[src/aic_pkg.sv]
// Package: register map, field layout, reset values and timing of the analog I/O bank
package aic_pkg;
   // Register byte offsets
   localparam logic [7:0] CTRL_OFS      = 8'h00;
   localparam logic [7:0] IN1_RES_OFS   = 8'h04;
   localparam logic [7:0] IN2_RES_OFS   = 8'h08;
   localparam logic [7:0] OUT_SET_OFS   = 8'h0c;
   localparam logic [7:0] IN1_AVG_OFS   = 8'h10;
   localparam logic [7:0] IN2_AVG_OFS   = 8'h14;
   localparam logic [7:0] ERR_OFS       = 8'h18;
   localparam logic [7:0] MODEL_OFS     = 8'h1c;
   localparam logic [7:0] IRQ_MASK_OFS  = 8'h20;
   // Control word field positions
   localparam int IN1_CUR_BIT  = 0;
   localparam int IN2_CUR_BIT  = 1;
   localparam int OUT_CUR_BIT  = 2;
   localparam int HOLD_CAN_BIT = 6;
   localparam int IN1_DIS_BIT  = 7;
   localparam int IN2_DIS_BIT  = 8;
   localparam int OUT_DIS_BIT  = 9;
   localparam logic [9:0] CTRL_WMASK = 10'h3c7;
   // Error flag positions
   localparam int ERR_OVS1_BIT = 0;
   localparam int ERR_OVS2_BIT = 1;
   localparam int ERR_OSET_BIT = 2;
   localparam int ERR_NVM_BIT  = 4;
   localparam int ERR_AVG_BIT  = 5;
   localparam int ERR_HW_BIT   = 6;
   localparam int ERR_COMM_BIT = 7;
   localparam logic [7:0] ERR_WMASK = 8'hf7;
   // Reset values and limits
   localparam logic [9:0]  CTRL_RST     = 10'h000;
   localparam logic [11:0] AVG_RST      = 12'h001;
   localparam logic [15:0] AVG_MAX      = 16'h0fff;
   localparam logic [15:0] OUT_SET_MAX  = 16'h0fa0;
   localparam logic [11:0] OUT_OFFSET   = 12'h000;
   localparam logic [15:0] MODEL_CODE   = 16'h00a5;   // Arbitrary identity value
   // Conversion timing
   localparam int CLK_PERIOD_NS = 20;
   localparam int IN_CONV_NS    = 90000;
   localparam int OUT_CONV_NS   = 50000;
   localparam int IN_CONV_CYC   = (IN_CONV_NS + CLK_PERIOD_NS - 1) / CLK_PERIOD_NS;
   localparam int OUT_CONV_CYC  = (OUT_CONV_NS + CLK_PERIOD_NS - 1) / CLK_PERIOD_NS;
   localparam int SAMPLE_W      = 12;
   localparam int ACC_W         = 24;
endpackage

[src/aic_div_if.sv]
// Interface: request and answer between the scan sequencer and the averaging divider
`timescale 1ns/1ps
interface aic_div_if;
   logic        start;
   logic [23:0] dividend;
   logic [11:0] divisor;
   logic        done;
   logic [11:0] quotient;
   modport master (output start, output dividend, output divisor,
                   input done, input quotient);
   modport slave  (input start, input dividend, input divisor,
                   output done, output quotient);
endinterface

[src/aic_bank.sv]
// Module: APB register bank and scan sequencer of the two-in, one-out analog channel group
// Function
// - Control bit selects voltage or current mode for input one; software reads and writes it.
// - Control bit selects voltage or current mode for input two; software reads and writes it.
// - Control bit selects voltage or current drive for the analog output.
// - On controller stop output holds last value, or drops to offset when cancel set.
// - Input one converts while its disable bit is clear, unused while set.
// - Input two converts while its disable bit is clear, unused while set.
// - Output drives while its disable bit is clear, unused while set.
// - Error bits 0 and 1 flag over-scale on input one and input two.
// - Error bit 2 flags invalid output setting; bit 3 has no meaning.
// - Error bit 4 flags memory fault; bit 5 flags averaging count out of range.
// - Error bit 6 flags hardware fault; bit 7 corrupt converter data; word readable, writable.
// - Conversion results and output setting are 12-bit binary values.
// - Input results refresh once per averaging count of scans, output once per scan; 90 us per enabled input, 50 us per output.
// - Output codes 0 through 4000 span the full output range linearly.
`timescale 1ns/1ps
module aic_bank
#(
   parameter int IN_CONV_CYCLES  = aic_pkg::IN_CONV_CYC,
   parameter int OUT_CONV_CYCLES = aic_pkg::OUT_CONV_CYC
)
(
   // Clock and reset
   input  wire logic        pclk,
   input  wire logic        presetn,
   // APB slave
   input  wire logic        psel,
   input  wire logic        penable,
   input  wire logic        pwrite,
   input  wire logic [7:0]  paddr,
   input  wire logic [31:0] pwdata,
   output logic      [31:0] prdata,
   output logic             pready,
   output logic             pslverr,
   // Controller state
   input  wire logic        scan_start,
   input  wire logic        plc_run,
   // Conversion circuitry
   input  wire logic [11:0] adc_sample,
   input  wire logic        adc_overscale,
   input  wire logic        link_data_err,
   input  wire logic        nvm_fault,
   input  wire logic        hw_fault,
   output logic             adc_start,
   output logic             adc_channel,
   output logic [1:0]       adc_current_mode,
   output logic [11:0]      dac_code,
   output logic             dac_current_mode,
   output logic             dac_enable,
   output logic             scan_busy,
   // Interrupt
   output logic             irq
);
   typedef enum logic [1:0] {ST_IDLE, ST_IN_CONV, ST_IN_DIV, ST_OUT_CONV} aic_state_type;

   aic_div_if div_bus ();

   aic_state_type state_reg;
   aic_state_type state_next;
   logic [9:0]  ctrl_reg;
   logic [11:0] result_reg [2];
   logic [15:0] out_set_reg;
   logic [11:0] avg_reg [2];
   logic [7:0]  err_reg;
   logic [7:0]  mask_reg;
   logic [23:0] acc_reg [2];
   logic [11:0] nsamp_reg [2];
   logic        ch_reg;
   logic [12:0] timer_reg;
   logic [11:0] dac_reg;
   logic        dac_upd_reg;
   logic        start_reg;
   logic        div_start_reg;
   logic [31:0] prdata_reg;
   logic        pready_reg;
   logic        pslverr_reg;
   logic        irq_reg;
   logic        busy_reg;

   // APB decode: one wait state so read data comes from a flop
   logic        acc_phase;
   logic        wr_en;
   logic        rd_capture;
   logic        hit_ctrl;
   logic        hit_oset;
   logic        hit_avg1;
   logic        hit_avg2;
   logic        hit_err;
   logic        hit_mask;
   logic        mapped;
   logic [31:0] rd_mux;

   assign acc_phase  = psel && penable;
   assign rd_capture = acc_phase && !pready_reg;
   assign wr_en      = acc_phase && pready_reg && pwrite && !pslverr_reg;
   assign hit_ctrl   = paddr == aic_pkg::CTRL_OFS;
   assign hit_oset   = paddr == aic_pkg::OUT_SET_OFS;
   assign hit_avg1   = paddr == aic_pkg::IN1_AVG_OFS;
   assign hit_avg2   = paddr == aic_pkg::IN2_AVG_OFS;
   assign hit_err    = paddr == aic_pkg::ERR_OFS;
   assign hit_mask   = paddr == aic_pkg::IRQ_MASK_OFS;
   assign mapped     = hit_ctrl || hit_oset || hit_avg1 || hit_avg2 || hit_err || hit_mask
                       || paddr == aic_pkg::IN1_RES_OFS || paddr == aic_pkg::IN2_RES_OFS
                       || paddr == aic_pkg::MODEL_OFS;

   // Read selection; result and model words have no write path at all
   assign rd_mux =
      hit_ctrl ? {22'h000000, ctrl_reg} :
      (paddr == aic_pkg::IN1_RES_OFS) ? {20'h00000, result_reg[0]} :
      (paddr == aic_pkg::IN2_RES_OFS) ? {20'h00000, result_reg[1]} :
      hit_oset ? {16'h0000, out_set_reg} :
      hit_avg1 ? {20'h00000, avg_reg[0]} :
      hit_avg2 ? {20'h00000, avg_reg[1]} :
      hit_err  ? {24'h000000, err_reg} :
      hit_mask ? {24'h000000, mask_reg} :
      (paddr == aic_pkg::MODEL_OFS) ? {16'h0000, aic_pkg::MODEL_CODE} :
      32'h00000000;

   // Averaging count checks: out-of-range counts fall back to one sample
   logic        avg_bad_wr;
   logic        oset_bad_wr;
   logic [11:0] avg_eff;
   logic [11:0] nsamp_inc;
   logic [23:0] acc_sum;

   assign avg_bad_wr  = wr_en && (hit_avg1 || hit_avg2)
                        && (pwdata[15:0] == 16'h0000 || pwdata[15:0] > aic_pkg::AVG_MAX);
   assign oset_bad_wr = wr_en && hit_oset && pwdata[15:0] > aic_pkg::OUT_SET_MAX;
   assign avg_eff     = (avg_reg[ch_reg] == 12'h000) ? aic_pkg::AVG_RST : avg_reg[ch_reg];
   assign nsamp_inc   = nsamp_reg[ch_reg] + 12'h001;
   assign acc_sum     = acc_reg[ch_reg] + {12'h000, adc_sample};

   // Channel enables from the control word
   logic        in_dis;
   logic        in_dis_other;
   logic        timer_done;

   assign in_dis       = ch_reg ? ctrl_reg[aic_pkg::IN2_DIS_BIT] : ctrl_reg[aic_pkg::IN1_DIS_BIT];
   assign in_dis_other = ctrl_reg[aic_pkg::IN2_DIS_BIT];
   assign timer_done   = timer_reg == 13'h0000;

   // Error events; hardware sets win over software clears
   logic [7:0] err_set;
   logic       conv_end;

   assign conv_end = state_reg == ST_IN_CONV && timer_done;
   assign err_set[aic_pkg::ERR_OVS1_BIT] = conv_end && !ch_reg && adc_overscale;
   assign err_set[aic_pkg::ERR_OVS2_BIT] = conv_end && ch_reg && adc_overscale;
   assign err_set[aic_pkg::ERR_OSET_BIT] = oset_bad_wr;
   assign err_set[3]                     = 1'b0;
   assign err_set[aic_pkg::ERR_NVM_BIT]  = nvm_fault;
   assign err_set[aic_pkg::ERR_AVG_BIT]  = avg_bad_wr;
   assign err_set[aic_pkg::ERR_HW_BIT]   = hw_fault;
   assign err_set[aic_pkg::ERR_COMM_BIT] = conv_end && link_data_err;

   // Scan sequencer: inputs one then two, then the output, once per scan request
   always_comb
   begin
      state_next = state_reg;
      unique case (state_reg)
         ST_IDLE:
            if (scan_start)
               state_next = ST_IN_CONV;
         ST_IN_CONV:
            if (in_dis && !ch_reg && in_dis_other)
               state_next = ST_OUT_CONV;
            else if (in_dis)
               state_next = ch_reg ? ST_OUT_CONV : ST_IN_CONV;
            else if (timer_done && nsamp_inc >= avg_eff)
               state_next = ST_IN_DIV;
            else if (timer_done)
               state_next = ch_reg ? ST_OUT_CONV : ST_IN_CONV;
         ST_IN_DIV:
            if (div_bus.done)
               state_next = ch_reg ? ST_OUT_CONV : ST_IN_CONV;
         ST_OUT_CONV:
            if (ctrl_reg[aic_pkg::OUT_DIS_BIT] || timer_done)
               state_next = ST_IDLE;
      endcase
   end

   // Sequencer state, channel pointer and conversion timer
   always_ff @(posedge pclk or negedge presetn)
   begin
      if (!presetn)
      begin
         state_reg <= ST_IDLE;
         busy_reg  <= 1'b0;
         ch_reg    <= 1'b0;
         timer_reg <= 13'h0000;
         start_reg <= 1'b0;
      end
      else
      begin
         state_reg <= state_next;
         busy_reg  <= state_next != ST_IDLE;
         start_reg <= 1'b0;
         if (state_next == ST_IN_CONV && (state_reg != ST_IN_CONV || timer_done || in_dis))
         begin
            // Each enabled input holds the converter for its full window
            ch_reg    <= (state_reg == ST_IDLE) ? 1'b0 : (state_reg == ST_IN_CONV) ? 1'b1
                         : ~ch_reg;
            timer_reg <= 13'(IN_CONV_CYCLES - 1);
            start_reg <= (state_reg == ST_IDLE) ? !ctrl_reg[aic_pkg::IN1_DIS_BIT]
                         : !ctrl_reg[aic_pkg::IN2_DIS_BIT];
         end
         else if (state_next == ST_OUT_CONV && state_reg != ST_OUT_CONV)
            timer_reg <= 13'(OUT_CONV_CYCLES - 1);
         else if (!timer_done)
            timer_reg <= timer_reg - 13'h0001;
      end
   end

   // Divider request for the finished averaging window
   always_ff @(posedge pclk or negedge presetn)
   begin
      if (!presetn)
         div_start_reg <= 1'b0;
      else
         div_start_reg <= state_reg == ST_IN_CONV && state_next == ST_IN_DIV;
   end

   assign div_bus.start    = div_start_reg;
   assign div_bus.dividend = acc_reg[ch_reg];
   assign div_bus.divisor  = avg_eff;

   aic_divider u_divider
   (
      .pclk    (pclk),
      .presetn (presetn),
      .div     (div_bus.slave)
   );

   // Per-channel accumulators and results; a skipped channel keeps everything
   genvar gi;
   generate
      for (gi = 0; gi < 2; gi++)
      begin : g_chan
         always_ff @(posedge pclk or negedge presetn)
         begin
            if (!presetn)
            begin
               acc_reg[gi]    <= 24'h000000;
               nsamp_reg[gi]  <= 12'h000;
               result_reg[gi] <= 12'h000;
            end
            else if (ch_reg == 1'(gi) && conv_end && !in_dis)
            begin
               acc_reg[gi]   <= acc_sum;
               nsamp_reg[gi] <= nsamp_inc;
            end
            else if (ch_reg == 1'(gi) && state_reg == ST_IN_DIV && div_bus.done)
            begin
               result_reg[gi] <= div_bus.quotient;
               acc_reg[gi]    <= 24'h000000;
               nsamp_reg[gi]  <= 12'h000;
            end
         end
      end
   endgenerate

   // Software registers; the reserved control positions never store
   always_ff @(posedge pclk or negedge presetn)
   begin
      if (!presetn)
      begin
         ctrl_reg    <= aic_pkg::CTRL_RST;
         out_set_reg <= 16'h0000;
         avg_reg[0]  <= aic_pkg::AVG_RST;
         avg_reg[1]  <= aic_pkg::AVG_RST;
         mask_reg    <= 8'h00;
      end
      else if (wr_en)
      begin
         if (hit_ctrl)
            ctrl_reg <= pwdata[9:0] & aic_pkg::CTRL_WMASK;
         if (hit_oset)
            out_set_reg <= pwdata[15:0];
         if (hit_avg1)
            avg_reg[0] <= avg_bad_wr ? 12'h000 : pwdata[11:0];
         if (hit_avg2)
            avg_reg[1] <= avg_bad_wr ? 12'h000 : pwdata[11:0];
         if (hit_mask)
            mask_reg <= pwdata[7:0] & aic_pkg::ERR_WMASK;
      end
   end

   // Error word: write one to clear, a same-cycle event keeps its bit
   always_ff @(posedge pclk or negedge presetn)
   begin
      if (!presetn)
         err_reg <= 8'h00;
      else
         err_reg <= (err_reg & ~((wr_en && hit_err) ? pwdata[7:0] : 8'h00)) | err_set;
   end

   // Output channel: codes above full scale are rejected and the last good one kept
   logic [11:0] dac_next;
   logic        out_slot;

   assign out_slot = state_reg == ST_OUT_CONV && timer_done && !ctrl_reg[aic_pkg::OUT_DIS_BIT];
   always_comb
   begin
      dac_next = dac_reg;
      if (!plc_run && ctrl_reg[aic_pkg::HOLD_CAN_BIT])
         dac_next = aic_pkg::OUT_OFFSET;
      else if (plc_run && out_slot && out_set_reg <= aic_pkg::OUT_SET_MAX)
         dac_next = out_set_reg[11:0];
   end

   // Converter side flops
   always_ff @(posedge pclk or negedge presetn)
   begin
      if (!presetn)
      begin
         dac_reg     <= aic_pkg::OUT_OFFSET;
         dac_upd_reg <= 1'b0;
      end
      else
      begin
         dac_reg     <= dac_next;
         dac_upd_reg <= !ctrl_reg[aic_pkg::OUT_DIS_BIT];
      end
   end

   // Bus answer and interrupt
   always_ff @(posedge pclk or negedge presetn)
   begin
      if (!presetn)
      begin
         prdata_reg  <= 32'h00000000;
         pready_reg  <= 1'b0;
         pslverr_reg <= 1'b0;
         irq_reg     <= 1'b0;
      end
      else
      begin
         pready_reg  <= rd_capture;
         pslverr_reg <= rd_capture && !mapped;
         if (rd_capture)
            prdata_reg <= mapped ? rd_mux : 32'h00000000;
         irq_reg     <= |(err_reg & mask_reg);
      end
   end

   assign prdata           = prdata_reg;
   assign pready           = pready_reg;
   assign pslverr          = pslverr_reg;
   assign adc_start        = start_reg;
   assign adc_channel      = ch_reg;
   assign adc_current_mode = {ctrl_reg[aic_pkg::IN2_CUR_BIT], ctrl_reg[aic_pkg::IN1_CUR_BIT]};
   assign dac_current_mode = ctrl_reg[aic_pkg::OUT_CUR_BIT];
   assign dac_code         = dac_reg;
   assign dac_enable       = dac_upd_reg;
   assign scan_busy        = busy_reg;
   assign irq              = irq_reg;
endmodule

[src/aic_divider.sv]
// Module: sequential restoring divider that turns an accumulated sum into an average
`timescale 1ns/1ps
module aic_divider
(
   // Clock and reset
   input  wire logic pclk,
   input  wire logic presetn,
   // Division request
   aic_div_if.slave  div
);
   logic [23:0] quo_reg;
   logic [12:0] rem_reg;
   logic [4:0]  step_reg;
   logic        busy_reg;
   logic        done_reg;
   logic [12:0] trial;
   logic        fits;

   // One quotient bit per cycle; a shared divider costs 24 cycles but no big array
   assign trial        = {rem_reg[11:0], quo_reg[23]};
   assign fits         = trial >= {1'b0, div.divisor};
   assign div.done     = done_reg;
   assign div.quotient = quo_reg[11:0];

   // Shift and subtract loop
   always_ff @(posedge pclk or negedge presetn)
   begin
      if (!presetn)
      begin
         quo_reg  <= 24'h000000;
         rem_reg  <= 13'h0000;
         step_reg <= 5'h00;
         busy_reg <= 1'b0;
         done_reg <= 1'b0;
      end
      else
      begin
         done_reg <= 1'b0;
         if (div.start && !busy_reg)
         begin
            quo_reg  <= div.dividend;
            rem_reg  <= 13'h0000;
            step_reg <= 5'h18;
            busy_reg <= 1'b1;
         end
         else if (busy_reg)
         begin
            rem_reg  <= fits ? (trial - {1'b0, div.divisor}) : trial;
            quo_reg  <= {quo_reg[22:0], fits};
            step_reg <= step_reg - 5'h01;
            if (step_reg == 5'h01)
            begin
               busy_reg <= 1'b0;
               done_reg <= 1'b1;
            end
         end
      end
   end
endmodule

[config.mk]
export PLATFORM = sky130hd
export DESIGN_NAME = aic_bank
export DESIGN_NICKNAME = d
export VERILOG_FILES = /design/src/aic_pkg.sv /design/src/aic_div_if.sv /design/src/aic_bank.sv /design/src/aic_divider.sv
export SDC_FILE = /design/constraint.sdc
export NUM_CORES = 1
export LEC_CHECK = 0
export BUFFER_PORTS_ARGS = -buffer_cell sky130_fd_sc_hd__buf_2
export CAP_MARGIN = 20
export CELL_PAD_IN_SITES_DETAIL_PLACEMENT = 2
export CELL_PAD_IN_SITES_GLOBAL_PLACEMENT = 2
export CORE_MARGIN = 1
export CORE_UTILIZATION = 35
export DETAILED_ROUTE_END_ITERATION = 10
export GPL_TIMING_DRIVEN = 0
export PLACE_DENSITY_LB_ADDON = 0.12
export RECOVER_POWER = 50
export SYNTH_ARGS = -nofsm -noshare
export SYNTH_HDL_FRONTEND = slang
export SYNTH_SLANG_ARGS = --single-unit
[constraint.sdc]
create_clock -name pclk -period 5.9 [get_ports pclk]
set_input_delay 1.18 -clock pclk [delete_from_list [all_inputs] [get_ports pclk]]
set_output_delay 1.18 -clock pclk [all_outputs]
set_load 0.02 [all_outputs]
==> impl_metrics.py <==
metrics = {
    "cells_and_area": {
        "layout_commonest_cell": "dfrtp_1",
        "antenna_cells": 0,
        "multiInputGateArea_um2": 6800,
        "drive_gt1_frac": 0.194,
        "utilization": 0.415,
        "fillers": 4113,
        "most-common-layout-cells": "250 x dfrtp_1, 163 x nand2_1, 120 x nand3_1",
        "fin_nets": 1615,
        "layout.area.seq_um2": 6310,
        "area.growth.synth_to_final_pct": 15.8,
        "largest_reg_flops": 48,
    },
    "timing": {
        "worst_pin_slew_ns": 3.74,
        "final_hold_viol_count": 0,
        "setup_slack_ns": 0.263,
        "setup_tns_ns": 0,
        "finalSetupViolations": 0,
        "fin_crit_sh": 0.955,
        "fin_worst_skew_ns": 0.0181,
        "final_max_slew_viol_count": 170,
        "fin_crit_ns": 5.64,
        "relSlewSlack": -1.50,
        "fmax_mhz": 177,
        "rsz0062_at_grt": "no",
        "holdWs_ns": 0.489,
    },
    "yosys": {
        "synthTopCellsByArea": "dfrtp_1 46%, mux2_2 7.8%, nand2_1 4.5%",
        "synth_area_um2": 13600,
        "yosys_register_bits": 252,
        "synth-async-reset-ratio": 1.00,
        "yosys_warnings": 0,
        "dominantRegCellSynth": "dfrtp_1",
        "syn_area_per_cell_um2": 9.89,
        "syn_inst": 1376,
        "synth_cell_types": 83,
        "synth_largest_area_cell": "dfrtp_1",
        "synth_edf_count": 0,
        "synth_top_area_frac": 0.460,
        "ys_seq_area_frac": 0.464,
    },
    "route": {
        "drtAntennaViolNets": 0,
        "first_iter_violations": 515,
        "wl_met3_mm": 1.54,
        "first_pass_iters": 6,
        "drt-wirelength-per-cell_um": 23.0,
        "drcViolationCount": 0,
        "wl_met1_mm": 21.9,
        "wl_met2_mm": 22.4,
        "vias": 11300,
        "routed_wl_mm": 46.9,
        "top_layer": "met4",
        "viasPerCell": 5.51,
    },
    "floorplanning": {
        "io_pins": 117,
        "initial_core_util": 0.359,
        "fp-row-count": 71,
        "die-area_um2": 39700,
        "die_h_um": 199,
        "die_x_um": 199,
        "core_um2": 37900,
    },
    "grt": {
        "grt_pass1_wl_mm": 74.0,
        "antenna_found_initial": 0,
        "grt_max_degree": 107,
        "grt_use_total": 0.244,
        "grt_pass1_vias": 12600,
        "grt-ovfl-total": 0,
    },
    "cts": {
        "hold_buffers": 0,
        "cts_tree": "built",
        "h-tree-depth": 1,
        "cts-root-buf": "clkbuf_16",
        "clockBufferDepth": 3,
        "tritoncts.num_buffers": 30,
        "cts_setup_buffers": 0,
        "cts_num_sinks": 252,
        "path_clk_slew_ns": 0.06,
        "worst_skew_pair.late_latency_ns": 0.57,
    },
    "pwr": {
        "leakagePower_nw": 7.24,
        "power.total_mw": 4.28,
        "p_per_area_nw_per_um2": 272,
        "vdd_ir_drop_max_mv": 0.249,
    },
    "setup_path": {
        "critPathKind": "reg -> reg",
        "arrival_ns": 6.08,
        "path_max_fanout": 10,
        "start_kind": "flop",
        "cp-end-kind": "flop",
        "cp.required_ns": 6.34,
    },
    "worst_hold_path": {
        "min_path_type": "reg -> reg",
    },
    "place": {
        "dpl_worst_slack_ns": -0.0813,
        "dpl.hpwl_mm": 35.1,
        "portBuffers": 84,
        "gp_congestion": 0.826,
    },
    "run_status": {
        "outcome": "complete, but fails checks",
        "violations": "capacitance limit, slew limit",
    },
    "flow_run": {
        "maxCapViolations": 2,
    },
}
## cell families after synthesis
family | synth area share
xor gates and xnor gates | 0.0296
DFF | 0.464
other | 0.000276
AOI/OAI and AO/OA | 0.137
and+or+nand+nor | 0.174
adders and majority gates | 0.0397
muxes | 0.113
buffers and inverters | 0.0426
## where the power goes
| part | internal [mW] | leakage [nW] | switching (mW) | total (mW) |
|---|---|---|---|---|
| clock network | 1.06 | 0.482 | 0.765 | 1.82 |
| logic | 0.227 | 3.57 | 0.408 | 0.634 |
| registers | 1.78 | 3.19 | 0.0518 | 1.83 |
| total | 3.06 | 7.24 | 1.22 | 4.28 |
## stage by stage
step | cells | instance area (µm²)
6_report | 2045 | 15800
2_1_floorplan | 1391 | 13700
5_1_grt | 2045 | 15800
3_5_place_dp | 1989 | 14800
3_3_place_gp | 1986 | 14700
4_1_cts | 2045 | 15800
## worst paths after layout
check                             from       endpoint  slack [ns]  depth (start not counted)
max in group asynchronous      presetn    acc_reg[14]        0.78                          3
max                        adc_channel  timer_reg[11]        0.26                         16
min in group asynchronous      presetn    dac_code[7]        1.89                          1
max reg2reg                adc_channel  timer_reg[11]        0.26                         16
min                         prdata[12]     prdata[12]        0.49                          1
min reg2reg                 prdata[12]     prdata[12]        0.49                          1
## critical path: stages (launching register included)
cell	delay [ns]
dfrtp_1	0.34
buf_2	0.31
buf_2	0.36
buf_2	0.35
buf_2	0.41
mux2i_1	0.60
nand4_1	0.18
o31ai_1	0.51
ha_1	0.32
nor3b_1	0.18
o21ai_0	0.14
a211oi_2	0.57
nor2_1	0.23
o41ai_4	0.45
inv_2	0.13
nor3_4	0.26
a22oi_1	0.14
## Yosys cell counts (5+ instances only)
master / n
mux2i_1: 48
a21o_1: 10
or2_2: 5
nand2_1: 163
o31ai_1: 10
xor2_1: 15
nand2b_1: 5
mux2_2: 94
dfrtp_1: 250
buf_2: 13
nor3_1: 21
and3_1: 11
buf_4: 18
nor2b_1: 24
nand3_1: 120
a31oi_1: 11
clkbuf_1: 42
a222oi_1: 7
a21oi_1: 45
ha_1: 40
o311ai_0: 10
nor4_1: 10
a22oi_1: 9
nor2_1: 75
o21a_1: 7
nand4_1: 7
a22o_1: 8
o22ai_1: 6
a32o_1: 10
buf_1: 12
inv_1: 37
o21ai_0: 106
xnor2_1: 31
## per-layer routing
metal	up-vias	GRT usage
met4	0	0.0610
met2	165	0.408
met3	69	0.0341
met1	5845	0.330
li1	5198	-
met5	-	0
## layout make-up
cell class | count | area share
multi-input combinational | 1011 | 0.431
sequential | 252 | 0.400
clock buffer | 45 | 0.0577
tap | 511 | 0.0406
timing repair buffer | 87 | 0.0291
buffer | 87 | 0.0272
inverter | 41 | 0.00977
clock inverter | 11 | 0.00381
## timing repair
action                     4_1_cts  5_1_grt
pin swaps                        0        0
resized for setup                2        5
setup endpoints to repair       13       11
Note: power is estimated with default switching activity, not from simulation.
